File: config.mk
export PLATFORM = sky130hd
export DESIGN_NAME = rpcbl_host
export DESIGN_NICKNAME = d
export VERILOG_FILES = /design/src/hw/rpcbl_pkg.sv /design/src/hw/rpcbl_cyc_if.sv /design/src/hw/rpcbl_cyc_engine.sv /design/src/hw/rpcbl_host.sv /design/src/hw/rpcbl_sts_mon.sv
export SDC_FILE = /design/constraint.sdc
export NUM_CORES = 1
export LEC_CHECK = 0
export ABC_AREA = 1
export BUFFER_PORTS_ARGS = -buffer_cell sky130_fd_sc_hd__buf_4
export CAP_MARGIN = 5
export CORE_ASPECT_RATIO = 1.2
export CORE_MARGIN = 5
export CORE_UTILIZATION = 47
export CTS_CLUSTER_DIAMETER = 60
export DETAILED_ROUTE_END_ITERATION = 8
export GPL_ROUTABILITY_DRIVEN = 0
export PLACE_DENSITY = 0.69
export SYNTH_ARGS = -nofsm -noshare
export SYNTH_HDL_FRONTEND = slang
export SYNTH_SLANG_ARGS = --single-unit
File: constraint.sdc
create_clock -name clk -period 2.4 [get_ports clk]
set_clock_uncertainty 0.2 [all_clocks]
set_input_delay 0.36 -clock clk [delete_from_list [all_inputs] [get_ports clk]]
set_output_delay 0.36 -clock clk [all_outputs]
set_load 0.02 [all_outputs]
File: src/hw/rpcbl_pkg.sv
package rpcbl_pkg;

  // Register byte offsets on the software bus.
  localparam logic [7:0] REG_CTRL = 8'h00;
  localparam logic [7:0] REG_ARG = 8'h04;
  localparam logic [7:0] REG_STAT = 8'h08;
  localparam logic [7:0] REG_CLR = 8'h0C;

  // Control word fields.
  localparam int CTRL_OP_LSB = 0;
  localparam int CTRL_CODE_LSB = 8;

  // Status word fields; the clear register uses the same positions.
  localparam int ST_BUSY = 0;
  localparam int ST_LOCKED = 1;
  localparam int ST_REFUSED = 2;
  localparam int ST_PROG_ERR = 3;
  localparam int ST_ERASE_ERR = 4;
  localparam int ST_PULSE = 5;
  localparam int ST_PIN = 6;
  localparam int ST_REJECT = 7;
  localparam int ST_MODE_LSB = 8;
  localparam int ST_SR_LSB = 16;
  localparam int ST_WIDTH_LSB = 24;

  // Flash command words.
  localparam logic [15:0] CMD_STS_CFG = 16'h00B8;
  localparam logic [15:0] CMD_LOCK_SETUP = 16'h0060;
  localparam logic [15:0] CMD_LOCK_SET = 16'h0001;
  localparam logic [15:0] CMD_LOCK_CLEAR = 16'h00D0;
  localparam logic [15:0] CMD_READ_ID = 16'h0090;
  localparam logic [15:0] CMD_READ_ARRAY = 16'h00FF;
  localparam logic [15:0] CMD_READ_STATUS = 16'h0070;
  localparam logic [15:0] CMD_CLEAR_STATUS = 16'h0050;

  // Flash status bits and the lock state word offset.
  localparam int SR_READY = 7;
  localparam int SR_ERASE_ERR = 5;
  localparam int SR_PROG_ERR = 4;
  localparam int LOCK_OFS = 2;

  // Pin timing in ns and the derived cycle counts, least times rounded up.
  localparam int CLK_NS = 25;
  localparam int T_WE_NS = 50;
  localparam int T_RD_NS = 100;
  localparam int T_RST_NS = 1000;
  localparam int WE_CYC = (T_WE_NS + CLK_NS - 1) / CLK_NS;
  localparam int RD_CYC = (T_RD_NS + CLK_NS - 1) / CLK_NS;
  localparam int RST_CYC = (T_RST_NS + CLK_NS - 1) / CLK_NS;

  typedef enum logic [2:0] {
    OP_NONE, OP_CFG, OP_LOCK, OP_UNLOCK, OP_QUERY, OP_RESET
  } rpcbl_op_e;

  typedef enum logic [3:0] {
    S_IDLE, S_RST, S_STCMD, S_STRD, S_SETUP, S_CONFIRM, S_PLCMD,
    S_PLRD, S_CLR, S_IDCMD, S_IDRD, S_ARRAY
  } rpcbl_st_e;

  typedef enum logic [1:0] {E_IDLE, E_SET, E_STB, E_HOLD} rpcbl_eng_e;
endpackage

File: src/hw/rpcbl_cyc_if.sv
interface rpcbl_cyc_if #(
  parameter int AW = 23
);
  logic req;
  logic we;
  logic [AW-1:0] addr;
  logic [15:0] wdata;
  logic [15:0] rdata;
  logic done;

  modport master(output req, output we, output addr, output wdata,
                 input rdata, input done);
  modport engine(input req, input we, input addr, input wdata,
                 output rdata, output done);
endinterface

File: src/hw/rpcbl_cyc_engine.sv
module rpcbl_cyc_engine #(
  parameter int AW = 23
) (
  input wire logic clk,
  input wire logic rstn,
  rpcbl_cyc_if.engine bus,
  input wire logic [15:0] dqIn,
  output logic [AW-1:0] addr,
  output logic [15:0] dqOut,
  output logic dqOe,
  output logic ceN,
  output logic oeN,
  output logic weN
);
  typedef struct packed {
    rpcbl_pkg::rpcbl_eng_e st;
    logic [7:0] cnt;
    logic [AW-1:0] addr;
    logic [15:0] dq;
    logic dqOe, ceN, oeN, weN, done;
    logic [15:0] rdata;
  } rpcbl_eng_s;

  rpcbl_eng_s s;
  rpcbl_eng_s n;

  // One pin cycle: address setup, strobe low for the timed count, then a
  // hold cycle so data and address outlive the rising strobe.
  always_comb begin
    n = s;
    n.done = 1'b0;
    unique case (s.st)
      rpcbl_pkg::E_IDLE: begin
        n.dqOe = 1'b0;
        // The done guard stops a request still high from restarting.
        if (bus.req && !s.done) begin
          n.st = rpcbl_pkg::E_SET;
          n.addr = bus.addr;
          n.dq = bus.wdata;
          n.dqOe = bus.we;
          n.ceN = 1'b0;
        end
      end
      rpcbl_pkg::E_SET: begin
        n.st = rpcbl_pkg::E_STB;
        n.weN = !bus.we;
        n.oeN = bus.we;
        n.cnt = bus.we ? 8'(rpcbl_pkg::WE_CYC) : 8'(rpcbl_pkg::RD_CYC);
      end
      rpcbl_pkg::E_STB: begin
        n.cnt = s.cnt - 8'h01;
        if (s.cnt == 8'h01) begin
          n.st = rpcbl_pkg::E_HOLD;
          n.weN = 1'b1;
          n.oeN = 1'b1;
          if (!bus.we) n.rdata = dqIn;
        end
      end
      rpcbl_pkg::E_HOLD: begin
        n.st = rpcbl_pkg::E_IDLE;
        n.ceN = 1'b1;
        n.done = 1'b1;
      end
      default: n.st = rpcbl_pkg::E_IDLE;
    endcase
  end

  // All pin outputs come from this register, so they never glitch.
  always_ff @(posedge clk or negedge rstn) begin
    if (!rstn) begin
      s <= '0;
      s.ceN <= 1'b1;
      s.oeN <= 1'b1;
      s.weN <= 1'b1;
    end else begin
      s <= n;
    end
  end

  assign bus.done = s.done;
  assign bus.rdata = s.rdata;
  assign addr = s.addr;
  assign dqOut = s.dq;
  assign dqOe = s.dqOe;
  assign ceN = s.ceN;
  assign oeN = s.oeN;
  assign weN = s.weN;
endmodule

File: src/hw/rpcbl_host.sv
module rpcbl_host #(
  parameter int AW = 23,
  parameter int BLK_SHIFT = 16
) (
  input wire logic clk,
  input wire logic rstn,
  input wire logic cyc_i,
  input wire logic stb_i,
  input wire logic we_i,
  input wire logic [7:0] adr_i,
  input wire logic [31:0] dat_i,
  input wire logic [3:0] sel_i,
  output logic [31:0] dat_o,
  output logic ack_o,
  output logic [AW-1:0] flashAddr,
  input wire logic [15:0] flashDqIn,
  output logic [15:0] flashDqOut,
  output logic flashDqOe,
  output logic flashCeN,
  output logic flashOeN,
  output logic flashWeN,
  output logic resetPinLowN,
  input wire logic readyStatusPin
);
  localparam int BLK_W = AW - BLK_SHIFT;

  typedef struct packed {
    rpcbl_pkg::rpcbl_st_e st;
    rpcbl_pkg::rpcbl_op_e op;
    logic [7:0] code;
    logic [BLK_W-1:0] blk;
    logic [7:0] lastSr;
    logic [1:0] mode;
    logic refused, progErr, eraseErr, locked, pulseSeen, cmdReject;
    logic [7:0] pulseWidth;
    logic req, we;
    logic [AW-1:0] addr;
    logic [15:0] wdata;
    logic [7:0] cnt;
    logic ack;
    logic [31:0] dat;
    logic rpN;
  } rpcbl_top_s;

  rpcbl_top_s s;
  rpcbl_top_s n;

  rpcbl_cyc_if #(.AW(AW)) cycBus();

  logic pulseEvt;
  logic [7:0] lowWidth;

  // First word address of a block.
  function automatic logic [AW-1:0] blkBase(input logic [BLK_W-1:0] b);
    return {b, {BLK_SHIFT{1'b0}}};
  endfunction

  // Keeps only the byte lanes that the bus selects.
  function automatic logic [31:0] lanes(input logic [31:0] d,
                                        input logic [3:0] sel);
    return d & {{8{sel[3]}}, {8{sel[2]}}, {8{sel[1]}}, {8{sel[0]}}};
  endfunction

  // Software view of the controller and of the last flash status byte.
  function automatic logic [31:0] statWord(input rpcbl_top_s t,
                                           input logic pin);
    logic [31:0] w;
    w = 32'h0;
    w[rpcbl_pkg::ST_BUSY] = (t.st != rpcbl_pkg::S_IDLE);
    w[rpcbl_pkg::ST_LOCKED] = t.locked;
    w[rpcbl_pkg::ST_REFUSED] = t.refused;
    w[rpcbl_pkg::ST_PROG_ERR] = t.progErr;
    w[rpcbl_pkg::ST_ERASE_ERR] = t.eraseErr;
    w[rpcbl_pkg::ST_PULSE] = t.pulseSeen;
    w[rpcbl_pkg::ST_PIN] = pin;
    w[rpcbl_pkg::ST_REJECT] = t.cmdReject;
    w[rpcbl_pkg::ST_MODE_LSB +: 2] = t.mode;
    w[rpcbl_pkg::ST_SR_LSB +: 8] = t.lastSr;
    w[rpcbl_pkg::ST_WIDTH_LSB +: 8] = t.pulseWidth;
    return w;
  endfunction

  // Register slave and command sequencer. Each flash step is one pin cycle;
  // the request stays high until the engine reports done.
  always_comb begin
    logic acc;
    logic wr;
    logic start;
    logic launch;
    logic cfg;
    logic [31:0] wd;
    logic [2:0] opf;
    logic [7:0] sr;
    acc = cyc_i && stb_i && !s.ack;
    wr = acc && we_i;
    start = 1'b0;
    launch = 1'b0;
    wd = lanes(dat_i, sel_i);
    opf = wd[rpcbl_pkg::CTRL_OP_LSB +: 3];
    sr = cycBus.rdata[7:0];
    cfg = (s.op == rpcbl_pkg::OP_CFG);
    n = s;
    n.ack = acc;
    n.dat = 32'h0;

    // Every access is answered one cycle later; unmapped reads give zero.
    if (acc && !we_i) begin
      unique case (adr_i)
        rpcbl_pkg::REG_CTRL: n.dat = {16'h0, s.code, 5'h0, s.op};
        rpcbl_pkg::REG_ARG: n.dat = 32'(s.blk);
        rpcbl_pkg::REG_STAT: n.dat = statWord(s, readyStatusPin);
        default: n.dat = 32'h0;
      endcase
    end

    // Write one to clear; the event updates below run later, so set wins.
    if (wr && adr_i == rpcbl_pkg::REG_CLR) begin
      if (wd[rpcbl_pkg::ST_REFUSED]) n.refused = 1'b0;
      if (wd[rpcbl_pkg::ST_PROG_ERR]) n.progErr = 1'b0;
      if (wd[rpcbl_pkg::ST_ERASE_ERR]) n.eraseErr = 1'b0;
      if (wd[rpcbl_pkg::ST_PULSE]) n.pulseSeen = 1'b0;
      if (wd[rpcbl_pkg::ST_REJECT]) n.cmdReject = 1'b0;
    end

    // Orders that arrive mid-operation are dropped and flagged, since a
    // changed block number would split one sequence over two blocks.
    if (wr && adr_i == rpcbl_pkg::REG_ARG) begin
      if (s.st != rpcbl_pkg::S_IDLE) n.cmdReject = 1'b1;
      else n.blk = wd[BLK_W-1:0];
    end
    if (wr && adr_i == rpcbl_pkg::REG_CTRL) begin
      if (s.st != rpcbl_pkg::S_IDLE) n.cmdReject = 1'b1;
      else if (opf != 3'h0 && opf <= 3'(rpcbl_pkg::OP_RESET)) start = 1'b1;
    end

    if (pulseEvt) begin
      n.pulseSeen = 1'b1;
      n.pulseWidth = lowWidth;
    end

    unique case (s.st)
      rpcbl_pkg::S_IDLE: begin
        if (start) begin
          n.op = rpcbl_pkg::rpcbl_op_e'(opf);
          n.code = wd[rpcbl_pkg::CTRL_CODE_LSB +: 8];
          launch = 1'b1;
          unique case (n.op)
            rpcbl_pkg::OP_CFG: n.st = rpcbl_pkg::S_STCMD;
            rpcbl_pkg::OP_QUERY: n.st = rpcbl_pkg::S_IDCMD;
            rpcbl_pkg::OP_RESET: begin
              n.st = rpcbl_pkg::S_RST;
              n.cnt = 8'(rpcbl_pkg::RST_CYC);
              n.rpN = 1'b0;
              launch = 1'b0;
            end
            default: n.st = rpcbl_pkg::S_SETUP;
          endcase
        end
      end
      // A device reset puts the pin back into level mode, so the shadow
      // copy of the mode follows it.
      rpcbl_pkg::S_RST: begin
        n.cnt = s.cnt - 8'h01;
        if (s.cnt == 8'h01) begin
          n.rpN = 1'b1;
          n.mode = 2'b00;
          n.st = rpcbl_pkg::S_IDLE;
        end
      end
      default: begin
        if (s.req && cycBus.done) begin
          n.req = 1'b0;
          launch = 1'b1;
          unique case (s.st)
            rpcbl_pkg::S_STCMD: n.st = rpcbl_pkg::S_STRD;
            // Pin configuration goes ahead only on a ready device.
            rpcbl_pkg::S_STRD: begin
              n.lastSr = sr;
              if (!sr[rpcbl_pkg::SR_READY]) begin
                n.refused = 1'b1;
                n.st = rpcbl_pkg::S_IDLE;
                launch = 1'b0;
              end else begin
                n.st = rpcbl_pkg::S_SETUP;
              end
            end
            rpcbl_pkg::S_SETUP: n.st = rpcbl_pkg::S_CONFIRM;
            rpcbl_pkg::S_CONFIRM: n.st = rpcbl_pkg::S_PLCMD;
            rpcbl_pkg::S_PLCMD: n.st = rpcbl_pkg::S_PLRD;
            // Poll until ready, then collect and clear the error flags.
            rpcbl_pkg::S_PLRD: begin
              n.lastSr = sr;
              if (sr[rpcbl_pkg::SR_READY]) begin
                if (sr[rpcbl_pkg::SR_PROG_ERR]) n.progErr = 1'b1;
                if (sr[rpcbl_pkg::SR_ERASE_ERR]) n.eraseErr = 1'b1;
                if (cfg && !sr[rpcbl_pkg::SR_PROG_ERR]
                    && !sr[rpcbl_pkg::SR_ERASE_ERR])
                  n.mode = s.code[1:0];
                if (sr[rpcbl_pkg::SR_PROG_ERR] || sr[rpcbl_pkg::SR_ERASE_ERR])
                  n.st = rpcbl_pkg::S_CLR;
                else begin
                  n.st = rpcbl_pkg::S_IDLE;
                  launch = 1'b0;
                end
              end
            end
            rpcbl_pkg::S_IDCMD: n.st = rpcbl_pkg::S_IDRD;
            rpcbl_pkg::S_IDRD: begin
              n.locked = cycBus.rdata[0];
              n.st = rpcbl_pkg::S_ARRAY;
            end
            default: begin
              n.st = rpcbl_pkg::S_IDLE;
              launch = 1'b0;
            end
          endcase
        end
      end
    endcase

    // Cycle parameters for the state just entered. Status reads use the
    // block address so that lock operations poll inside their own block.
    if (launch) begin
      n.req = 1'b1;
      n.we = 1'b1;
      n.addr = blkBase(n.blk);
      n.wdata = rpcbl_pkg::CMD_READ_STATUS;
      unique case (n.st)
        rpcbl_pkg::S_STRD, rpcbl_pkg::S_PLRD: n.we = 1'b0;
        // The op register may still hold the previous order on entry from
        // idle, so the setup code follows the op being started.
        rpcbl_pkg::S_SETUP:
          n.wdata = (n.op == rpcbl_pkg::OP_CFG) ? rpcbl_pkg::CMD_STS_CFG
                                                : rpcbl_pkg::CMD_LOCK_SETUP;
        rpcbl_pkg::S_CONFIRM: begin
          if (cfg) n.wdata = {8'h00, s.code};
          else if (s.op == rpcbl_pkg::OP_LOCK)
            n.wdata = rpcbl_pkg::CMD_LOCK_SET;
          else n.wdata = rpcbl_pkg::CMD_LOCK_CLEAR;
        end
        rpcbl_pkg::S_CLR: n.wdata = rpcbl_pkg::CMD_CLEAR_STATUS;
        rpcbl_pkg::S_IDCMD: n.wdata = rpcbl_pkg::CMD_READ_ID;
        rpcbl_pkg::S_IDRD: begin
          n.we = 1'b0;
          n.addr = blkBase(n.blk) + AW'(rpcbl_pkg::LOCK_OFS);
        end
        rpcbl_pkg::S_ARRAY: n.wdata = rpcbl_pkg::CMD_READ_ARRAY;
        default: ;
      endcase
    end
  end

  always_ff @(posedge clk or negedge rstn) begin
    if (!rstn) begin
      s <= '0;
      s.rpN <= 1'b1;
    end else begin
      s <= n;
    end
  end

  assign cycBus.req = s.req;
  assign cycBus.we = s.we;
  assign cycBus.addr = s.addr;
  assign cycBus.wdata = s.wdata;
  assign dat_o = s.dat;
  assign ack_o = s.ack;
  assign resetPinLowN = s.rpN;

  rpcbl_cyc_engine #(.AW(AW)) u_engine (
    .clk(clk),
    .rstn(rstn),
    .bus(cycBus.engine),
    .dqIn(flashDqIn),
    .addr(flashAddr),
    .dqOut(flashDqOut),
    .dqOe(flashDqOe),
    .ceN(flashCeN),
    .oeN(flashOeN),
    .weN(flashWeN)
  );

  // Pulses count only while the shadow mode says a pulse mode is active.
  rpcbl_sts_mon u_mon (
    .clk(clk),
    .rstn(rstn),
    .readyStatusPin(readyStatusPin),
    .pulseMode(s.mode != 2'b00),
    .pulseEvt(pulseEvt),
    .lowWidth(lowWidth)
  );

  property p_cfgConfirm;
    @(posedge clk) disable iff (!rstn)
      (s.st == rpcbl_pkg::S_SETUP && s.op == rpcbl_pkg::OP_CFG && s.req
       && cycBus.done) |=> (s.req && s.we && s.wdata == {8'h00, s.code});
  endproperty
  a_cfgConfirm: assert property (p_cfgConfirm)
    else $error("Config code did not follow the config setup write.");

  property p_cfgGuard;
    @(posedge clk) disable iff (!rstn)
      (s.st == rpcbl_pkg::S_STRD && s.req && cycBus.done
       && !cycBus.rdata[7]) |=> (s.st == rpcbl_pkg::S_IDLE && s.refused);
  endproperty
  a_cfgGuard: assert property (p_cfgGuard)
    else $error("Config went ahead while the device was not ready.");

  property p_lockConfirm;
    @(posedge clk) disable iff (!rstn)
      (s.st == rpcbl_pkg::S_CONFIRM && s.op == rpcbl_pkg::OP_LOCK && s.req)
      |-> (s.we && s.wdata == 16'h0001 && s.addr == blkBase(s.blk));
  endproperty
  a_lockConfirm: assert property (p_lockConfirm)
    else $error("Lock confirm has the wrong data or block address.");

  property p_unlockSeq;
    @(posedge clk) disable iff (!rstn)
      (s.st == rpcbl_pkg::S_SETUP && s.op == rpcbl_pkg::OP_UNLOCK
       && s.req && cycBus.done)
      |=> (s.wdata == 16'h00D0 && s.we && s.st == rpcbl_pkg::S_CONFIRM);
  endproperty
  a_unlockSeq: assert property (p_unlockSeq)
    else $error("Unlock setup was not followed by the clear confirm.");

  property p_errClear;
    @(posedge clk) disable iff (!rstn)
      (s.st == rpcbl_pkg::S_PLRD && s.req && cycBus.done && cycBus.rdata[7]
       && (cycBus.rdata[4] || cycBus.rdata[5]))
      |=> (s.st == rpcbl_pkg::S_CLR && s.wdata == 16'h0050)
          ##[1:20] (s.st == rpcbl_pkg::S_IDLE);
  endproperty
  a_errClear: assert property (p_errClear)
    else $error("Error flags were not cleared after a failed operation.");

  property p_lockRead;
    @(posedge clk) disable iff (!rstn)
      (s.st == rpcbl_pkg::S_IDRD && s.req)
      |-> (!s.we && s.addr == blkBase(s.blk) + AW'(2));
  endproperty
  a_lockRead: assert property (p_lockRead)
    else $error("Lock state read went to the wrong address.");

  property p_arrayBack;
    @(posedge clk) disable iff (!rstn)
      (s.st == rpcbl_pkg::S_IDRD && s.req && cycBus.done)
      |=> (s.locked == $past(cycBus.rdata[0]) && s.wdata == 16'h00FF)
          ##[1:20] (s.st == rpcbl_pkg::S_IDLE);
  endproperty
  a_arrayBack: assert property (p_arrayBack)
    else $error("Read array did not follow the lock state read.");
endmodule

File: src/hw/rpcbl_sts_mon.sv
module rpcbl_sts_mon (
  input wire logic clk,
  input wire logic rstn,
  input wire logic readyStatusPin,
  input wire logic pulseMode,
  output logic pulseEvt,
  output logic [7:0] lowWidth
);
  typedef struct packed {
    logic prev;
    logic [7:0] cnt;
    logic evt;
    logic [7:0] width;
  } rpcbl_mon_s;

  rpcbl_mon_s s;
  rpcbl_mon_s n;

  // A rising pin after a low stretch is a completion pulse only in pulse
  // mode; in level mode the same edge just means the device went ready.
  always_comb begin
    n = s;
    n.prev = readyStatusPin;
    n.evt = 1'b0;
    if (!readyStatusPin) begin
      if (s.cnt != 8'hFF) n.cnt = s.cnt + 8'h01;
    end else begin
      n.cnt = 8'h00;
      if (!s.prev && pulseMode) begin
        n.evt = 1'b1;
        n.width = s.cnt;
      end
    end
  end

  always_ff @(posedge clk or negedge rstn) begin
    if (!rstn) begin
      s <= '0;
      s.prev <= 1'b1;
    end else begin
      s <= n;
    end
  end

  assign pulseEvt = s.evt;
  assign lowWidth = s.width;
endmodule

# Yosys cells after proc, flatten, opt, wreduce, memory -nomap -nowiden
# Index checks and enable logic that the tools add are counted.
dict set report classes {
  add_sub_neg 4
  n_mul 0
  n_div 0
  order_cmp 1
  n_eq_ne 38
  shift 0
  mux 80
  bitwise 4
  n_reduce_logical 56
}
# op n
set op_table {}
lappend op_table {{$pmux 32 s3} 1}
lappend op_table {{$pmux 16 s5} 1}
lappend op_table {{$mux 8} 6}
lappend op_table {{$mux 41} 1}
lappend op_table {{$mux 32} 1}
lappend op_table {{$pmux 4 s8} 1}
lappend op_table {{$pmux 8 s2} 2}
lappend op_table {{$mux 1} 31}
lappend op_table {{$eq 4x3->1 const B} 7}
lappend op_table {{$eq 4x4->1 const B} 6}
lappend op_table {{$reduce_bool 2->1} 12}
lappend op_table {{$add 23x2->23 const B} 1}
lappend op_table {{$mux 23} 1}
lappend op_table {{$mux 2} 10}
lappend op_table {{$mux 4} 5}
lappend op_table {{$mux 9} 2}
lappend op_table {{$and 16x16->16} 1}
lappend op_table {{$eq 8x1->1 const B} 2}
lappend op_table {{$eq 8x4->1 const B} 2}
lappend op_table {{$mux 16} 1}
lappend op_table {{$reduce_and 2->1} 8}
lappend op_table {{$sub 8x1->8 const B} 2}
lappend op_table {{$mux 15} 1}
lappend op_table {{$mux 7} 2}
lappend op_table {{37 further kinds} 76}
dict set report word_totals {
  reg_bits 209
  latch_bits 0
  ram_bits 0
  rom_bits 0
  input_bits 66
  out_inout_bits 77
  word_cells 218
  n_memories 0
}

# Logic depth before layout (Yosys ltp)
dict set report depth {
  ltp_word 12
  depth_mapped 15
  ltp_nobuf 15
}

# Modules after synthesis
# A second synthesis with hierarchy kept.
dict set report unflattened {
  cells_unflattened 1125
  hier_area_um2 9451.6
}
# module instances cells_per_inst area_per_inst_um2 seq_area_each_um2
set by_module_without_submodules {}
lappend by_module_without_submodules {rpcbl_host 1 633 5218.8 2653.8}
lappend by_module_without_submodules {rpcbl_cyc_engine 1 392 3343.2 1755.4}
lappend by_module_without_submodules {rpcbl_sts_mon 1 100 889.6 451.7}

# Worst setup path after synthesis
# Ideal clock, no wire load.
dict set report synth_timing {
  kind {register -> register}
  from {reg s, in the netlist ack_o}
  to {reg s[37] (netlist bit)}
  setup_ns 0.127
  arrival_time_ns 1.679
  t_required_ns 2.073
  slack_ns 0.394
  stages_incl_launch_ff 11
  path_buffers 0
  period_less_slack_ns 2.006
  path_cell_list {dfrtp_1 > inv_1 > nand3_1 > nor2_2 > nand4_2 > inv_2 > nor2_1 > o21ai_2 > inv_1 > o21ai_0 > nand3b_1}
}
dict set report synth_between {
  elab_chain_len 7
}
# element line
set synth_lines {}
lappend synth_lines {{start: declaration} rpcbl_host.sv:45} ;# rpcbl_top_s s;
lappend synth_lines {{start signal: assignment} rpcbl_host.sv:258} ;# s <= n;
lappend synth_lines {{$logic_not 1->1} rpcbl_host.sv:94} ;# acc = cyc_i && stb_i && !s.ack;
lappend synth_lines {{$logic_and 1x1->1} rpcbl_host.sv:94}
lappend synth_lines {{$logic_and 1x1->1} rpcbl_host.sv:95} ;# wr = acc && we_i;
lappend synth_lines {{$logic_and 1x1->1} rpcbl_host.sv:131} ;# if (wr && adr_i == rpcbl_pkg::REG_CTRL) begin
lappend synth_lines {{$mux 1} rpcbl_host.sv:131}
lappend synth_lines {{$ne 2x2->1 (no line)} --}
lappend synth_lines {{$reduce_and 3->1 (no line)} --}
# Every way passes these cells.
# A chain may end at the register's enable or synchronous reset.

==> results.rst <==
.. list-table::
   :header-rows: 1

   * - Metric
     - Value
   * - Count of nets left with antenna violations after detail routing
     - 0
   * - Count of synthesis-stage warnings from yosys
     - 0
   * - Average instance area after synthesis
     - approximately 8.6 µm²
   * - Remaining Overflow, GRT
     - 0
   * - Post-synthesis instance area
     - 0.00787 mm²
   * - Layout Utilization
     - 56.5%
   * - Data arrival time of the critical path
     - 2350 ps
   * - Total number of vias
     - between 5000 and 6000
   * - Flip-flop and latch count after synthesis
     - 163
   * - Most frequent standard cell in the layout excluding fill and tap cells
     - nand2_1
   * - IO buf count
     - 93
   * - Root buffer cell
     - clkbuf_16
   * - Number of endpoints failing setup at the final stage
     - 0
   * - Final routed wire length divided by cell count
     - 13.7 µm
   * - Max rail drop VDD
     - 0.431 mV
   * - Actual transition at the worst max-transition pin
     - 651 ps
   * - Worst-case register-to-register setup slack
     - ~200 ps
   * - End of the worst hold path
     - s[117]
   * - Instance count of the mapped netlist
     - 919
   * - Overall routed net length
     - 16800 µm
   * - Share of total power in sequential cells
     - 45.4%
   * - Post-synthesis to final-layout area growth
     - 17.3%
   * - Final count of pins violating max slew
     - 0
   * - Number of remaining DRC errors
     - 0
   * - Hold Path Cell Cnt
     - 3
   * - Finished Layout Cells
     - 1224
   * - Post-route cell area
     - between 0.009 and 0.01 mm²
   * - Layout fillers
     - 1506
   * - I/O pin count
     - ~140
   * - CTS tree
     - built
   * - Via count of the first global-routing pass
     - 5817
   * - Net switching power figure
     - 1.87 mW
   * - Sequential share of the synthesized area
     - 51.9%
   * - Die outline height
     - 152 µm
   * - Type of element capturing the critical path
     - register
   * - Vias/cell
     - between 4 and 5
   * - Floorplan die area
     - 0.0194 mm²
   * - Critical Path Source Type
     - register
   * - WS Path Type
     - register to register
   * - Final layout net count
     - about 1100
   * - Proportion of layout cells with a drive suffix above 1
     - about a fifth
   * - Maximum fanout encountered on the critical timing path
     - 6
   * - Clock transition time at the flip-flop clock pins of the worst setup and hold paths
     - 60 ps
   * - Number of antenna violations at the first check in global routing
     - 0
   * - Number of core rows
     - 51
   * - HP Start
     - dat_i[11]
   * - Wire length of the first global-routing pass
     - 27800 µm
   * - Half-perimeter wire length of the detailed placement result
     - 12400 µm
   * - Cell internal power dissipation
     - 4.98 mW
   * - Post-place instance area
     - 0.00845 mm²
   * - Maximum root-to-sink buffer count
     - 2
   * - Power per Cell Area
     - 742 mW/mm²
   * - Startpoint of the lowest-slack register-to-register path
     - s[128]
   * - DRT iter0 DRCs
     - 377
   * - Fraction of power consumed by the clock network
     - 38.6%
   * - Status
     - finished clean
   * - Source-to-sink clock delay at the later pin of the worst-skew pair
     - roughly 420 ps
   * - CTS Buf Count
     - 17
   * - Std-Cell Core Area
     - 0.0163 mm²
   * - Leakage power summed over all cells
     - 4.72 nW
   * - R2R cell count
     - 13
   * - Post-layout power
     - just under 7 mW
   * - Total instance count after detailed placement
     - 1173
   * - Combinational group share of total power
     - 16.0%
   * - Maximum capacitance violations
     - 0
   * - Leading cell types in the layout, fill and taps excluded
     - 202 x nand2_1, 158 x dfrtp_1, 111 x inv_1
   * - H-tree level count
     - 4
   * - Unique masters post-synth
     - 43
   * - Timing-limited maximum frequency
     - 454 MHz
   * - Pin count of the biggest net entering global routing
     - 114
   * - Switching share of total power
     - 27.3%
   * - Accumulated negative setup slack
     - 0 ps
   * - Number of optimization iterations in the first detailed-route pass
     - 5
   * - Path category of the worst min-delay check
     - primary input to register
   * - Min Tclk post-route
     - 2200 ps
   * - Initial standard-cell utilization of the core
     - 48.2%
   * - Reg2reg end
     - cycBus.wdata[0]
   * - Hold Violations, Final
     - 0
   * - Max-Slew Margin vs Limit
     - ~57%
   * - Data required time at the worst endpoint
     - around 2600 ps
   * - Period utilisation layout
     - between 90% and 100%
   * - Die X-Extent
     - 128 µm
   * - TritonCTS Sinks
     - between 150 and 200
   * - Antenna cells
     - 0
   * - Total track usage
     - 18.1%
-- state kept, by name, indices dropped and copies added (netlist names) --
name and flops:
ack_o 1, cycBus.addr 8, cycBus.req 1, cycBus.wdata 8, cycBus.we 1, dat_o 32, resetPinLowN 1, s 54
u_engine.addr 8, u_engine.bus.done 1, u_engine.bus.rdata 8, u_engine.ceN 1, u_engine.dqOe 1, u_engine.dqOut 8, u_engine.oeN 1, u_engine.s 10
u_engine.weN 1, u_mon.lowWidth 8, u_mon.pulseEvt 1, u_mon.s 9
-- critical path, cell delays in order (launching register included) --
cell and delay, ps:
dfrtp_1 450, nor2_2 210, nand2_2 120, inv_2 160, nand4_2 160, nand2_1 100
nand2_1 150, inv_2 120, nand2_1 80, nor2_2 120, inv_1 90, nand2_1 70
nand2_1 50, o21ai_1 60
-- synth_stat cells, drive strengths merged --
cell,count,share of area (%)
a21oi,17,1.1
a221oi,1,0.11
a22o,1,0.11
a31oi,5,0.48
and3,1,0.080
buf,77,7.2
clkbuf,12,0.57
clkinv,1,0.048
conb,1,0.048
dfrtp,158,50
dfstp,5,1.7
ha,8,1.3
inv,121,5.8
mux2,12,1.7
nand2,212,10
nand3,53,3.5
nand3b,3,0.29
nand4,5,0.48
nor2,90,5.1
nor3,20,1.3
nor4,3,0.43
o21a,4,0.38
o21ai,92,5.9
o221ai,1,0.11
o22ai,7,0.56
o311ai,1,0.11
o31ai,2,0.19
xnor2,2,0.22
xor2,4,0.45
-- what timing repair did --
| item | in CTS | in global routing |
|---|---|---|
| endpoints found under the hold margin | 174 | 0 |
| hold buffers | 17 | 0 |
| buffers inserted | 0 | 3 |
| resized for setup | 0 | 2 |
| endpoints found under the setup margin | 0 | 7 |
-- how the worst max path moves through the flow --
stage	start	end	slack [ps]	cells after the start
CTS	ack_o	cycBus.wdata[6]	160	14
global placement	s[128]	cycBus.we	190	12
global route	s[128]	cycBus.wdata[1]	-10	13
detailed placement	cyc_i	cycBus.wdata[6]	140	14
finish	s[128]	cycBus.wdata[0]	200	13
floorplan	ack_o	s[37]	390	10
-- power by group through the flow --
stage,Clock (mW),Sequential [mW],Combinational [mW]
final,2.64,3.11,1.09
after global routing,2.83,3.13,1.26
after CTS,2.71,3.11,1.11
after detailed placement,0,3.16,1.08
after global placement,0,3.15,1.05
after floorplan,0,3.14,0.794
-- stage by stage --
step | hold WS, ps | setup WS, ps
after floorplan | -136 | 394
after global placement | 259 | 189
after detailed placement | 259 | 142
after CTS | 3.45 | 157
after global routing | 23.8 | -9.93
final | 18.3 | 196
-- layer usage --
metal / global-route usage, % / wire length [µm] / up-vias
met5: 0 / 0 / -
met4: 8.60 / 512 / 0
met3: 3.54 / 882 / 32
met2: 29.5 / 7980 / 168
met1: 23.3 / 7390 / 2772
li1: - / - / 2992
-- layout make-up --
type                            instances  area [µm²]  area share (%)
Inverter                              122         462            5.00
Tap cell                              212         265            2.87
Multi-Input combinational cell        567        2800            30.3
Clock buffer                           22         474            5.14
Clock inverter                          9         104            1.13
Sequential cell                       163        4090            44.3
Timing Repair Buffer                  129        1040            11.3
-- cell families (layout without fill, tap and decap cells) --
| family | count (synthesis) | in the layout | synth area share (%) |
|---|---|---|---|
| AO/OA/AOI/OAI | 131 | 131 | 9.08 |
| flip-flops | 163 | 163 | 51.9 |
| buffers and inverters | 211 | 282 | 13.6 |
| XOR/XNOR | 6 | 6 | 0.668 |
| adder cells (fa/ha/maj) | 8 | 8 | 1.27 |
| multiplexers | 12 | 12 | 1.72 |
| AND/OR/NAND/NOR | 387 | 387 | 21.7 |
| other | 1 | 23 | 0.0477 |
No activity file was read; power rests on OpenSTA's default activity.
